File: src/tebis_pkg.sv
// Constants shared by the touch event buffer and its I2C slave read port.
// Assumes a single 50 MHz system clock; no software-visible registers.
//
// Operation
// - Queue generated packets first-in first-out; interrupt asserted while any packet waits.
// - Interrupt output is active low and always driven high or low.
// - Interrupt releases once every queued packet has been fully sent.
// - Stay-active output held while any packet remains queued.
// - Pop a packet only when its last byte has been shifted out.
// - A partly read packet stays queued and is sent again next read.
// - In operational mode, read address is not acknowledged while queue is empty.
// - Stop before third byte returns slave to idle; next read restarts the packet.
// - Queue holds 22 packets; a push when full discards the oldest.
// - Packets generated only once per sample period, at most 12 per period.
// - Every byte is shifted out most significant bit first.
// - Read sends counter/type byte, then description high, then description low.
// - Upper nibble of byte 1 is a counter incremented per event, wrapping after 15.
// - Lower nibble of byte 1 carries the event type code.
// - Type codes: 0 touch, 1 release, 2 slider.
// - Touch or release description byte holds the sensing input index 0 to 11.
// - Slider packet carries position 0 to 0xFFFE, high byte first.
// - Slider release queues one final slider packet holding 0xFFFF.
// - Each qualified event produces one packet, up to 12 per period; events past the twelfth produce none.
// - Slave address comes from a stored configuration value input.
package tebis_pkg;
  localparam int          QUEUE_DEPTH     = 22;
  localparam int          MAX_PER_PERIOD  = 12;
  localparam int          NUM_INPUTS      = 12;
  localparam int          PKT_WIDTH       = 24;
  localparam int          CNT_MSB         = 23;
  localparam int          CNT_LSB         = 20;
  localparam int          TYPE_MSB        = 19;
  localparam int          TYPE_LSB        = 16;
  localparam logic [3:0]  TYPE_TOUCH      = 4'h0;
  localparam logic [3:0]  TYPE_RELEASE    = 4'h1;
  localparam logic [3:0]  TYPE_SLIDER     = 4'h2;
  localparam logic [15:0] SLIDER_POS_MAX  = 16'hFFFE;
  localparam logic [15:0] SLIDER_RELEASED = 16'hFFFF;
  localparam logic [7:0]  DESC_UNUSED     = 8'h00;
  localparam logic [7:0]  IDLE_BYTE       = 8'hFF;
  localparam logic [3:0]  CNT_RESET       = 4'h0;
  localparam logic [1:0]  BYTE_LAST       = 2'h2;
  localparam logic [2:0]  BIT_LAST        = 3'h7;

  typedef enum logic [2:0] {
    TEBIS_IDLE  = 3'b000,
    TEBIS_ADDR  = 3'b001,
    TEBIS_AACK  = 3'b010,
    TEBIS_TX    = 3'b011,
    TEBIS_MACK  = 3'b100,
    TEBIS_WAIT  = 3'b101
  } tebis_state_t;
endpackage : tebis_pkg

File: src/tebis_mem_if.sv
// Carrier between the queue control logic and its packet memory.
// Assumes both ends run on the same system clock.
`timescale 1ns/1ps
interface tebis_mem_if #(
  parameter int WIDTH = 24,
  parameter int AW    = 5
);
  logic             wr_en;
  logic [AW-1:0]    wr_addr;
  logic [WIDTH-1:0] wr_data;
  logic [AW-1:0]    rd_addr;
  logic [WIDTH-1:0] rd_data;

  modport ctrl (output wr_en, output wr_addr, output wr_data, output rd_addr, input rd_data);
  modport mem  (input wr_en, input wr_addr, input wr_data, input rd_addr, output rd_data);
endinterface : tebis_mem_if

File: src/tebis_mem.sv
// Packet store of the event queue: one write port, registered read port.
// Assumes the controller keeps addresses below DEPTH.
`timescale 1ns/1ps
module tebis_mem #(
  parameter int WIDTH = 24,
  parameter int DEPTH = 22,
  parameter int AW    = 5
) (
  input  wire logic  clk_sys,
  tebis_mem_if.mem   port
);
  logic [WIDTH-1:0] store [DEPTH];

  // Refuse an address width too narrow for the depth
  if (DEPTH < 1 || AW < $clog2(DEPTH)) begin : g_bad_aw
    $error("AW too narrow for DEPTH");
  end

  // Write on request, read data always registered
  always_ff @(posedge clk_sys) begin
    if (port.wr_en) begin
      store[port.wr_addr] <= port.wr_data;
    end
    port.rd_data <= store[port.rd_addr];
  end
endmodule : tebis_mem

File: src/tebis_top.sv
// Touch event queue with I2C slave read-out and active-low event interrupt.
// Assumes events arrive synchronous to clk_sys; I2C pins are asynchronous.
`timescale 1ns/1ps
module tebis_top #(
  parameter int DEPTH   = tebis_pkg::QUEUE_DEPTH,
  parameter int MAX_GEN = tebis_pkg::MAX_PER_PERIOD
) (
  input  wire logic        clk_sys,
  input  wire logic        nrst,
  input  wire logic [6:0]  slave_addr,
  input  wire logic        operational,
  input  wire logic        sample_tick,
  input  wire logic [11:0] touch_evt,
  input  wire logic [11:0] release_evt,
  input  wire logic        slider_evt,
  input  wire logic [15:0] slider_pos,
  input  wire logic        slider_rel,
  input  wire logic        scl_in,
  input  wire logic        sda_in,
  output logic             sda_out,
  output logic             sda_oe,
  output logic             event_int_n,
  output logic             stay_active,
  output logic             overflow
);
  localparam int AW = $clog2(DEPTH);

  // Refuse shapes the pointer logic cannot serve
  if (DEPTH < 2 || DEPTH > 255) begin : g_bad_depth
    $error("DEPTH must lie between 2 and 255");
  end
  if (MAX_GEN < 1 || MAX_GEN > 15) begin : g_bad_gen
    $error("MAX_GEN must lie between 1 and 15");
  end

  localparam logic [AW-1:0] PTR_LAST = AW'(DEPTH - 1);
  localparam logic [AW:0]   CNT_FULL = (AW+1)'(DEPTH);
  localparam logic [3:0]    GEN_MAX  = 4'(MAX_GEN);

  tebis_mem_if #(.WIDTH(tebis_pkg::PKT_WIDTH), .AW(AW)) mif ();

  tebis_mem #(.WIDTH(tebis_pkg::PKT_WIDTH), .DEPTH(DEPTH), .AW(AW)) u_mem (
    .clk_sys (clk_sys),
    .port    (mif.mem)
  );

  // ------------------------------------------------------------
  // Event capture and packet generation
  // ------------------------------------------------------------
  logic [11:0] pend_touch_reg;
  logic [11:0] pend_rel_reg;
  logic        pend_sl_reg;
  logic        pend_slr_reg;
  logic [15:0] sl_pos_reg;
  logic [3:0]  gen_cnt_reg;
  logic [3:0]  seq_cnt_reg;

  // Lowest pending input index
  function automatic logic [3:0] low_index(input logic [11:0] v);
    logic [3:0] idx;
    idx = 4'h0;
    for (int i = 11; i >= 0; i--) begin
      if (v[i]) begin
        idx = 4'(i);
      end
    end
    return idx;
  endfunction : low_index

  wire         gen_room   = (gen_cnt_reg < GEN_MAX);
  wire         has_touch  = |pend_touch_reg;
  wire         has_rel    = |pend_rel_reg;
  wire         gen_any    = has_touch | has_rel | pend_sl_reg | pend_slr_reg;
  wire         gen_push   = gen_any & gen_room;
  wire [3:0]   touch_idx  = low_index(pend_touch_reg);
  wire [3:0]   rel_idx    = low_index(pend_rel_reg);
  wire [15:0]  sl_clamped = (sl_pos_reg > tebis_pkg::SLIDER_POS_MAX) ? tebis_pkg::SLIDER_POS_MAX : sl_pos_reg;

  // Packet selection: touches, then releases, then slider position, then slider release
  wire [3:0]   pkt_type = has_touch   ? tebis_pkg::TYPE_TOUCH :
                          has_rel     ? tebis_pkg::TYPE_RELEASE :
                                        tebis_pkg::TYPE_SLIDER;
  wire [15:0]  pkt_desc = has_touch   ? {4'h0, touch_idx, tebis_pkg::DESC_UNUSED} :
                          has_rel     ? {4'h0, rel_idx, tebis_pkg::DESC_UNUSED} :
                          pend_sl_reg ? sl_clamped :
                                        tebis_pkg::SLIDER_RELEASED;
  wire [23:0]  pkt_word = {seq_cnt_reg, pkt_type, pkt_desc};

  wire [11:0]  touch_clr = has_touch ? (12'h001 << touch_idx) : 12'h000;
  wire [11:0]  rel_clr   = (!has_touch && has_rel) ? (12'h001 << rel_idx) : 12'h000;
  wire         sl_clr    = !has_touch && !has_rel && pend_sl_reg;
  wire         slr_clr   = !has_touch && !has_rel && !pend_sl_reg && pend_slr_reg;

  // Events latched once per sample period, one packet emitted per cycle
  always_ff @(posedge clk_sys or negedge nrst) begin
    if (!nrst) begin
      pend_touch_reg <= 12'h000;
      pend_rel_reg   <= 12'h000;
      pend_sl_reg    <= 1'b0;
      pend_slr_reg   <= 1'b0;
      sl_pos_reg     <= 16'h0000;
      gen_cnt_reg    <= 4'h0;
    end else if (sample_tick) begin
      pend_touch_reg <= touch_evt;
      pend_rel_reg   <= release_evt;
      pend_sl_reg    <= slider_evt;
      pend_slr_reg   <= slider_rel;
      sl_pos_reg     <= slider_pos;
      gen_cnt_reg    <= 4'h0;
    end else if (gen_push) begin
      pend_touch_reg <= pend_touch_reg & ~touch_clr;
      pend_rel_reg   <= pend_rel_reg & ~rel_clr;
      pend_sl_reg    <= pend_sl_reg & ~sl_clr;
      pend_slr_reg   <= pend_slr_reg & ~slr_clr;
      gen_cnt_reg    <= gen_cnt_reg + 4'h1;
    end
  end

  // Sequence counter wraps from 15 to 0 by its width
  always_ff @(posedge clk_sys or negedge nrst) begin
    if (!nrst) begin
      seq_cnt_reg <= tebis_pkg::CNT_RESET;
    end else if (gen_push) begin
      seq_cnt_reg <= seq_cnt_reg + 4'h1;
    end
  end

  // ------------------------------------------------------------
  // Queue pointers
  // ------------------------------------------------------------
  logic [AW-1:0] wr_ptr_reg;
  logic [AW-1:0] rd_ptr_reg;
  logic [AW:0]   count_reg;
  logic          pop_req;
  logic          head_lost_reg;
  logic          tx_active;

  wire           q_empty   = (count_reg == '0);
  wire           q_full    = (count_reg == CNT_FULL);
  wire           drop_old  = gen_push & q_full;
  wire           do_pop    = pop_req & !q_empty & !head_lost_reg & !drop_old;
  wire [AW-1:0]  wr_ptr_nx = (wr_ptr_reg == PTR_LAST) ? '0 : wr_ptr_reg + 1'b1;
  wire [AW-1:0]  rd_ptr_nx = (rd_ptr_reg == PTR_LAST) ? '0 : rd_ptr_reg + 1'b1;

  assign mif.wr_en   = gen_push;
  assign mif.wr_addr = wr_ptr_reg;
  assign mif.wr_data = pkt_word;
  assign mif.rd_addr = rd_ptr_reg;

  // Write pointer, read pointer and fill count; a full push advances the head
  always_ff @(posedge clk_sys or negedge nrst) begin
    if (!nrst) begin
      wr_ptr_reg <= '0;
      rd_ptr_reg <= '0;
      count_reg  <= '0;
    end else begin
      if (gen_push) begin
        wr_ptr_reg <= wr_ptr_nx;
      end
      if (drop_old || do_pop) begin
        rd_ptr_reg <= rd_ptr_nx;
      end
      if (gen_push && !q_full && !do_pop) begin
        count_reg <= count_reg + 1'b1;
      end else if (do_pop && !gen_push) begin
        count_reg <= count_reg - 1'b1;
      end
    end
  end

  // A head discarded mid-transfer must not be popped again at its end
  always_ff @(posedge clk_sys or negedge nrst) begin
    if (!nrst) begin
      head_lost_reg <= 1'b0;
    end else if (drop_old && tx_active && !pop_req) begin
      head_lost_reg <= 1'b1;
    end else if (!tx_active || pop_req) begin
      head_lost_reg <= 1'b0; // Only the lost packet's completion is skipped
    end
  end

  // Interrupt and wake hold follow queue occupancy
  always_ff @(posedge clk_sys or negedge nrst) begin
    if (!nrst) begin
      event_int_n <= 1'b1;
      stay_active <= 1'b0;
      overflow    <= 1'b0;
    end else begin
      event_int_n <= q_empty;
      stay_active <= !q_empty;
      overflow    <= drop_old;
    end
  end

  // ------------------------------------------------------------
  // I2C slave transmitter
  // ------------------------------------------------------------
  logic [1:0] scl_sync_reg;
  logic [1:0] sda_sync_reg;
  logic       scl_d_reg;
  logic       sda_d_reg;

  // Two-stage synchronisers, then one history stage for edges
  always_ff @(posedge clk_sys or negedge nrst) begin
    if (!nrst) begin
      scl_sync_reg <= 2'b11;
      sda_sync_reg <= 2'b11;
      scl_d_reg    <= 1'b1;
      sda_d_reg    <= 1'b1;
    end else begin
      scl_sync_reg <= {scl_sync_reg[0], scl_in};
      sda_sync_reg <= {sda_sync_reg[0], sda_in};
      scl_d_reg    <= scl_sync_reg[1];
      sda_d_reg    <= sda_sync_reg[1];
    end
  end

  wire scl_s    = scl_sync_reg[1];
  wire sda_s    = sda_sync_reg[1];
  wire scl_rise = scl_s & !scl_d_reg;
  wire scl_fall = !scl_s & scl_d_reg;
  wire start_c  = scl_s & scl_d_reg & sda_d_reg & !sda_s;
  wire stop_c   = scl_s & scl_d_reg & !sda_d_reg & sda_s;

  tebis_pkg::tebis_state_t state_reg;
  tebis_pkg::tebis_state_t state_next;
  logic [7:0]  sr_reg;
  logic [2:0]  bit_reg;
  logic [1:0]  byte_reg;
  logic [23:0] word_reg;
  logic        has_pkt_reg;
  logic        ack_reg;
  logic        drive_low_reg;

  wire        addr_hit  = (sr_reg[7:1] == slave_addr) & sr_reg[0];
  wire        may_ack   = addr_hit & (!q_empty | !operational);
  wire        load_new  = (byte_reg == 2'h0);
  wire [23:0] src_word  = load_new ? mif.rd_data : word_reg;
  wire        src_valid = load_new ? !q_empty : has_pkt_reg;
  wire [7:0]  tx_byte   = !src_valid            ? tebis_pkg::IDLE_BYTE :
                          (byte_reg == 2'h0)    ? src_word[23:16] :
                          (byte_reg == 2'h1)    ? src_word[15:8] :
                                                  src_word[7:0];
  wire        bits_done = (bit_reg == tebis_pkg::BIT_LAST);
  wire        last_byte = (byte_reg == tebis_pkg::BYTE_LAST);

  assign tx_active = (state_reg == tebis_pkg::TEBIS_TX) | (state_reg == tebis_pkg::TEBIS_MACK);
  assign pop_req   = (state_reg == tebis_pkg::TEBIS_TX) & scl_fall & bits_done & last_byte & has_pkt_reg;
  assign sda_out   = 1'b0;
  assign sda_oe    = drive_low_reg;

  // Next-state decode of the slave sequencer
  always_comb begin
    state_next = state_reg;
    case (state_reg)
      tebis_pkg::TEBIS_IDLE: state_next = tebis_pkg::TEBIS_IDLE;
      tebis_pkg::TEBIS_ADDR: begin
        if (scl_fall && ack_reg) begin
          state_next = may_ack ? tebis_pkg::TEBIS_AACK : tebis_pkg::TEBIS_IDLE;
        end
      end
      tebis_pkg::TEBIS_AACK: begin
        if (scl_fall) begin
          state_next = tebis_pkg::TEBIS_TX;
        end
      end
      tebis_pkg::TEBIS_TX: begin
        if (scl_fall && bits_done) begin
          state_next = tebis_pkg::TEBIS_MACK;
        end
      end
      tebis_pkg::TEBIS_MACK: begin
        if (scl_rise) begin
          state_next = sda_s ? tebis_pkg::TEBIS_WAIT : tebis_pkg::TEBIS_MACK;
        end else if (scl_fall) begin
          state_next = tebis_pkg::TEBIS_TX;
        end
      end
      tebis_pkg::TEBIS_WAIT: state_next = tebis_pkg::TEBIS_WAIT;
      default:               state_next = tebis_pkg::TEBIS_IDLE;
    endcase
    if (stop_c) begin
      state_next = tebis_pkg::TEBIS_IDLE;
    end else if (start_c) begin
      state_next = tebis_pkg::TEBIS_ADDR;
    end
  end

  always_ff @(posedge clk_sys or negedge nrst) begin
    if (!nrst) begin
      state_reg <= tebis_pkg::TEBIS_IDLE;
    end else begin
      state_reg <= state_next;
    end
  end

  // Address shift-in, byte shift-out and packet byte position
  always_ff @(posedge clk_sys or negedge nrst) begin
    if (!nrst) begin
      sr_reg        <= 8'h00;
      bit_reg       <= 3'h0;
      byte_reg      <= 2'h0;
      word_reg      <= 24'h000000;
      has_pkt_reg   <= 1'b0;
      ack_reg       <= 1'b0;
      drive_low_reg <= 1'b0;
    end else if (start_c || stop_c) begin
      bit_reg       <= 3'h0;
      byte_reg      <= 2'h0;
      ack_reg       <= 1'b0;
      drive_low_reg <= 1'b0;
    end else begin
      case (state_reg)
        tebis_pkg::TEBIS_ADDR: begin
          if (scl_rise) begin
            sr_reg  <= {sr_reg[6:0], sda_s};
            bit_reg <= bit_reg + 3'h1;
            ack_reg <= bits_done;
          end else if (scl_fall && ack_reg) begin
            drive_low_reg <= may_ack;
            ack_reg       <= 1'b0;
          end
        end
        tebis_pkg::TEBIS_AACK, tebis_pkg::TEBIS_MACK: begin
          if (scl_fall && state_next == tebis_pkg::TEBIS_TX) begin
            sr_reg        <= {tx_byte[6:0], 1'b0};
            drive_low_reg <= !tx_byte[7];
            bit_reg       <= 3'h0;
            if (load_new) begin
              word_reg    <= mif.rd_data;
              has_pkt_reg <= !q_empty;
            end
          end
        end
        tebis_pkg::TEBIS_TX: begin
          if (scl_fall) begin
            if (bits_done) begin
              drive_low_reg <= 1'b0;
              byte_reg      <= last_byte ? 2'h0 : byte_reg + 2'h1;
            end else begin
              drive_low_reg <= !sr_reg[7];
              sr_reg        <= {sr_reg[6:0], 1'b0};
              bit_reg       <= bit_reg + 3'h1;
            end
          end
        end
        default: begin
          drive_low_reg <= 1'b0;
        end
      endcase
    end
  end
endmodule : tebis_top

File: config.mk
export PLATFORM = sky130hd
export DESIGN_NAME = tebis_top
export DESIGN_NICKNAME = d
export VERILOG_FILES = /design/src/tebis_pkg.sv /design/src/tebis_mem_if.sv /design/src/tebis_mem.sv /design/src/tebis_top.sv
export SDC_FILE = /design/constraint.sdc
export NUM_CORES = 1
export LEC_CHECK = 0
export ABC_CLOCK_PERIOD_IN_PS = 4000
export BUFFER_PORTS_ARGS = -buffer_cell sky130_fd_sc_hd__clkbuf_2
export CAP_MARGIN = 20
export CORE_ASPECT_RATIO = 1.4
export CORE_MARGIN = 2
export CORE_UTILIZATION = 55
export DETAILED_ROUTE_END_ITERATION = 10
export PLACE_DENSITY = 0.8
export SLEW_MARGIN = 15
export SYNTH_ARGS = -nofsm -noshare
export SYNTH_HDL_FRONTEND = slang
export SYNTH_HIERARCHICAL = 1
export SYNTH_SLANG_ARGS = --single-unit
File: constraint.sdc
create_clock -name clk_sys -period 4 [get_ports clk_sys]
set_input_delay 0.2 -clock clk_sys [delete_from_list [all_inputs] [get_ports clk_sys]]
set_output_delay 0.2 -clock clk_sys [all_outputs]
set_load 0.01 [all_outputs]
### After elaboration in Yosys (flattened, before gate mapping)

Memories as Yosys holds them, arrays and structs flattened. A register that Yosys moved wholly into a read port is not among the register bits.
Index checks and enable logic that the tools add are counted.

| word-level totals | value |
|---|---|
| bits in registers | 143 |
| memory bits (writable) | 484 |
| bits of input ports | 55 |
| output and inout port bits | 5 |
| logic and storage cells | 241 |
| memories kept | 1 |

| cells by class | value |
|---|---|
| $add $sub $neg | 8 |
| magnitude comparators | 2 |
| eq/ne operators | 23 |
| shifts and indexed selects | 2 |
| mux-type cells | 91 |
| bitwise gates (word level) | 32 |
| reductions and logical operators | 55 |

Memory list:

| name | words | bits a word | rd ports | clocked after Yosys merged registers in | write ports | RTL line | RTL |
|---|---|---|---|---|---|---|---|
| u_mem.store | 22 | 22 | 1 | 1 | 1 | tebis_mem.sv:12 | `logic [WIDTH-1:0] store [DEPTH];` |

Operators with widths:

| operator | count |
|---|---|
| $mux W4 | 26 |
| $mux W12 | 6 |
| $mux W16 | 4 |
| $mux W8 | 7 |
| $mux W3 | 11 |
| $and A12 B12 Y12 | 2 |
| $mux W24 | 1 |
| $not A12 Y12 | 2 |
| $pmux W8 S3 | 1 |
| $reduce_or A12 Y1 | 2 |
| $shl A1 B4 Y12 const A | 2 |
| $and A1 B1 Y1 | 20 |
| $mux W1 | 20 |
| $logic_not A1 Y1 | 18 |
| $gt A16 B16 Y1 const B | 1 |
| $mux W2 | 8 |
| $pmux W3 S5 | 1 |
| $reduce_bool A2 Y1 | 7 |
| $logic_and A1 B1 Y1 | 13 |
| $mux W6 | 2 |
| $ne A3 B3 Y1 const B | 4 |
| $add A5 B1 Y5 const B | 2 |
| $eq A5 B5 Y1 const B | 2 |
| $mux W5 | 2 |
| 30 further kinds | 49 |

### Logic depth before layout (Yosys ltp)

| logic depth | value |
|---|---|
| depth after elaboration | 18 |
| mapped depth | 13 |
| gate-level depth less buffers | 13 |

### Cells and area by module

Netlist, hierarchy kept.

By module, submodules not included:

| module | instances | cells each | area each (um^2) | sequential area each (um^2) |
|---|---|---|---|---|
| tebis_mem | 1 | 1058 | 21087.7 | 16335.7 |
| tebis_top | 1 | 599 | 6017.0 | 2786.4 |

### Worst setup path before layout

No wires, ideal clock.

| path | value |
|---|---|
| kind | register -> register |
| from | register pend_touch_reg[0] |
| to | memory u_mem/store[0][0] in the netlist's numbering (enable) |
| library setup time | 0.405 ns |
| arrival time | 2.695 ns |
| data required time | 3.595 ns |
| path slack | 0.900 ns |
| stages on the path, launching flop included | 9 |
| path buffers | 2 |
| period minus slack after synthesis | 3.100 ns |
| path through | dfrtp_1 > nor4_2 > nand3_1 > o41ai_4 > inv_2 > buf_2 > or3b_2 > clkbuf_1 > nor2_1 |

| between the ends | value |
|---|---|
| cells in the longest elaborated chain, start to end | 7 |

RTL lines:

| element | RTL line | RTL |
|---|---|---|
| from (decl) | tebis_top.sv:50 | `logic [11:0] pend_touch_reg;` |
| from (signal assigned) | tebis_top.sv:104 | `pend_touch_reg <= touch_evt;` |
| from (signal assigned) | tebis_top.sv:111 | `pend_touch_reg <= pend_touch_reg & ~touch_clr;` |
| $reduce_or A12 Y1 | tebis_top.sv:71 | `wire has_touch = \|pend_touch_reg;` |
| $or A1 B1 Y1 (3 in series) | tebis_top.sv:73 | `wire gen_any = has_touch \| has_rel \| pend_sl_reg \| pend_slr_reg;` |
| $and A1 B1 Y1 | tebis_top.sv:74 | `wire gen_push = gen_any & gen_room;` |
| named net gen_push | tebis_top.sv:74 |  |
| $mux W1 | tebis_mem.sv:21 | `if (port.wr_en) begin` |
| $mux W1 (implied by the code) | tebis_mem.sv:22 | `store[port.wr_addr] <= port.wr_data;` |
| to (decl) | tebis_mem.sv:12 |  |

The timed path passes the listed nets, and every way through them passes these cells.

### Worst setup path in the final report

| path | value |
|---|---|
| from | register bit_reg[0] |
| to | register count_reg[5] |

| between the ends | value |
|---|---|
| cells in the longest elaborated chain, start to end | 10 |
| elaborated cells on any way between the ends | 12 |
| classes of those cells | eq/ne (1); mux (1); bitwise (6); reduce/logical (4) |

RTL lines:

| element | RTL line | RTL |
|---|---|---|
| from (decl) | tebis_top.sv:228 | `logic [2:0] bit_reg;` |
| from (signal assigned) | tebis_top.sv:317 | `bit_reg <= bit_reg + 3'h1;` |
| from (signal assigned) | tebis_top.sv:343 | `bit_reg <= bit_reg + 3'h1;` |
| $eq A3 B3 Y1 * | tebis_top.sv:244 | `wire bits_done = (bit_reg == tebis_pkg::BIT_LAST);` |
| $and A1 B1 Y1 * (3 in series) | tebis_top.sv:248 | `assign pop_req = (state_reg == tebis_pkg::TEBIS_TX) & scl_fall & bits_done & last_byte & has_pkt_reg;` |
| $and A1 B1 Y1 * (3 in series) | tebis_top.sv:141 | `wire do_pop = pop_req & !q_empty & !head_lost_reg & !drop_old;` |
| $logic_not A1 Y1 | tebis_top.sv:163 | `if (gen_push && !q_full && !do_pop) begin` |
| $logic_and A1 B1 Y1 | tebis_top.sv:163 |  |
| $mux W6 or $reduce_bool A2 Y1 (tied branches) | n/a |  |
| to (signal assigned) | tebis_top.sv:164 | `count_reg <= count_reg + 1'b1;` |
| to (signal assigned) | tebis_top.sv:166 | `count_reg <= count_reg - 1'b1;` |
| to (decl) | tebis_top.sv:133 | `logic [AW:0] count_reg;` |

Every way passes the cells marked *; elsewhere a longest branch is shown, timed or not.
A chain may end at the register's enable or synchronous reset.

==> results.ini <==
[floorplanning]
rows = 96
die_area_um2 = 51100
core_area_um2 = 48900
die_y_um = 267
start_util_pct = 55.4
die_w_um = 192
io_pins = 60

[synth]
synth.largest_area_cell = edfxtp_1
yosysWarnings = 6
synth_area_per_cell_um2 = 16.4
ys_types = 80
ys_top_cells_by_area = edfxtp_1 (58%), dfrtp_1 (9.6%), mux2i_1 (7.1%)
ys_async_sr_fraction_pct = 16.7
synth_edf_count = 528
syn_inst = 1657
synth_ff_type = edfxtp_1
syn_area_um2 = 27100
synth-seq-cells = 663
synth_seq_area_share_pct = 70.5
yosysTopAreaCellShare_pct = 58.5

[place]
place_congestion = 0.880
numPortBuffers = 58
dp_hpwl_um = 38800

[finish]
nets = 1911
largest_reg_flops = 528
drive_above_1_share_pct = 19.9
n_antenna_cell = 0
top_regs = u_mem/store (528), u_mem/port.rd_data (24)
regMostFlops = u_mem/store
area_growth_pct = 13.3

[timing]
tightest_slew_ps = 1110
slew_violations = 0
fmax_mhz = 318
final-hold-violation-count = 0
finClkSkew_ps = 21.1
timing.hold.ws_ps = 25.5
setup_tns_ps = 0
slew_headroom_pct = 25.6
post-route-min-period_ps = 3140
rsz0062_at_grt = false
setup_viol = 0
post-route-period-util_pct = 78.6

[grt]
grt_pass1_vias = 15739
grt_max_degree = 52
antenna_found_initial = 0
grt_first_pass_wirelength_um = 94300
grt_usage_pct = 24.9
grt.overflow.total = 0

[pwr]
swShare_pct = 29.5
p_seq_share_pct = 49.2
vdd_drop_max_mv = 0.400
clockPowerShare_pct = 28.1
power_density_nw_per_um2 = 635
power_frac_comb_pct = 22.7
p_switching_mw = 5.76
p_leak_nw = 11.1
internal-power_mw = 13.7

[detailed_routing]
drt-total-wl_um = 62200
wire_per_inst_um = 24.6
drt_drc_violations_left = 0
vias_per_cell = 6.11
final_antenna_net_count = 0
num_vias = 15423
drt_pre_antenna_iters = 5
drt_iter0_markers = 1438

[clock_network]
cts_tree = done
root_buffer = clkbuf_16
cts_made_buffers = 58
cts_htree_levels = 2
numClockSinks = 663
cts.clk_slew.worst_paths_ps = 70
clk_path_buf_depth = 3
clkLatencyLatePin_ps = 630

[critical_path]
worstPathMaxFanout = 7
cp_num_buf_inv = 0
cp_slowest_cell = dfrtp_1
worstPathCellList = ha_1 -> ha_1 -> nand4b_1 -> nor2_1 -> nand4_1 -> nand3_2 -> ha_1 -> a21o_1 -> a21oi_1 -> o21bai_1 -> a21oi_1 -> mux2i_1 -> xnor2_1
critPathKind = reg -> reg
crit_arrival_ps = 3700
endpoint_kind = flop
critical_path.most_common_cell = ha_1
cpPeakStageDelay_ps = 360
required_ps = 4560
cp-start-kind = flop
critPathTopFamily = simple AND/OR/NAND/NOR gates

[min_path]
hp-class = in -> async

[run_status]
status = complete, no violations

[job]
cap_violations = 0

==> kinds of logic after synthesis <==
group | Yosys count | share of synthesized area [%]
AND/OR/NAND/NOR | 325 | 6.65
multiplexers | 276 | 12.6
XOR/XNOR | 17 | 0.549
buffers and inverters | 111 | 2.44
flip-flops | 663 | 70.5
other | 1 | 0.0138
AO/OA/AOI/OAI | 251 | 6.53
adder cells (fa/ha/maj) | 13 | 0.628
==> worst register-to-register path, stage by stage, from the launching register on <==
cell and delay, ps:
dfrtp_1 360, ha_1 160, ha_1 290, nand4b_1 230, nor2_1 240, nand4_1 270
nand3_2 230, ha_1 260, a21o_1 180, a21oi_1 220, o21bai_1 90, a21oi_1 180
mux2i_1 230, xnor2_1 130
==> layout by cell type (no fill, tap or decap), drive strengths merged, types with 24 or more instances in the layout <==
cell,synthesis,layout
edfxtp,528,528
mux2i,191,191
clkbuf,20,133
nand2,129,129
dfrtp,104,104
a22oi,72,72
nor2,64,64
buf,59,58
o21ai,49,49
a21oi,48,48
mux4,48,48
dlygate4sd3,0,46
conb,1,45
mux2,37,37
nor3,36,36
inv,32,34
o22ai,24,24
dfxtp,24,24
==> path summary, 6_finish.rpt <==
kind	depth (start not counted)	from	slack (ps)	end
worst max-delay path	13	bit_reg[0]	860	count_reg[5]
worst min-delay path	2	nrst	30	count_reg[5]
worst max register to register	13	bit_reg[0]	860	count_reg[5]
worst min register to register	0	scl_sync_reg[0]	360	scl_sync_reg[1]
max in group asynchronous	3	nrst	3060	pend_rel_reg[4]
min in group clk_sys	6	slave_addr[0]	90	state_reg[1]
==> power by group through the flow <==
stage	Sequential [mW]	Clock [mW]	Combinational (mW)
final	9.59	5.49	4.43
after CTS	9.58	5.55	4.42
after global routing	9.69	5.79	4.75
after detailed placement	9.71	0	4.34
after floorplan	9.27	0	3.46
after global placement	9.63	0	4.21
==> repair_timing <==
action                                 CTS  global route
endpoints found under the hold margin   92             1
setup endpoints to repair                0             0
gates resized for setup                  0             0
buffers inserted                         0             0
hold buffers                            45             1
==> layer usage <==
metal	part of all wire [%]	track usage [%]	vias up	wire, um
met3	6.5	3.71	143	4040
met2	53	44.1	710	32800
met1	36	30.2	7832	22600
li1	-	-	6738	-
met5	0	0	-	0
met4	4.5	11.1	0	2780
==> metrics by stage <==
step / instances / worst slack, ps / utilization, % / instance area, um^2 / power, mW
floorplan: 1701 / 900 / - / 27300 / 12.7
global placement: 2372 / 897 / 58.0 / 28400 / 13.8
detailed placement: 2373 / 907 / 58.1 / 28400 / 14.0
CTS: 2524 / 863 / 62.8 / 30700 / 19.6
global route: 2526 / 581 / 62.8 / 30700 / 20.2
finish: 2526 / 856 / 62.8 / 30700 / 19.5
==> cells in the mapped netlist (20+ instances only) <==
| cell | number |
|---|---|
| a22oi_1 | 52 |
| edfxtp_1 | 528 |
| a22oi_2 | 20 |
| dfrtp_1 | 104 |
| o22ai_1 | 24 |
| nor3_2 | 24 |
| mux2i_1 | 191 |
| mux4_2 | 47 |
| nand2_1 | 129 |
| dfxtp_1 | 24 |
| a21oi_1 | 48 |
| o21ai_0 | 46 |
| buf_2 | 23 |
| inv_1 | 30 |
| mux2_2 | 34 |
| nor2_1 | 62 |
==> final cells by class <==
type | count | area, um^2
flip-flops and latches | 663 | 19100
fillers | 3276 | 18200
multi-input cells | 927 | 7590
clock buffers | 76 | 1540
repair buffers | 161 | 1230
well taps | 637 | 797
clock inverters | 30 | 317
inverters | 32 | 120
No activity file was read; power rests on OpenSTA's default activity.
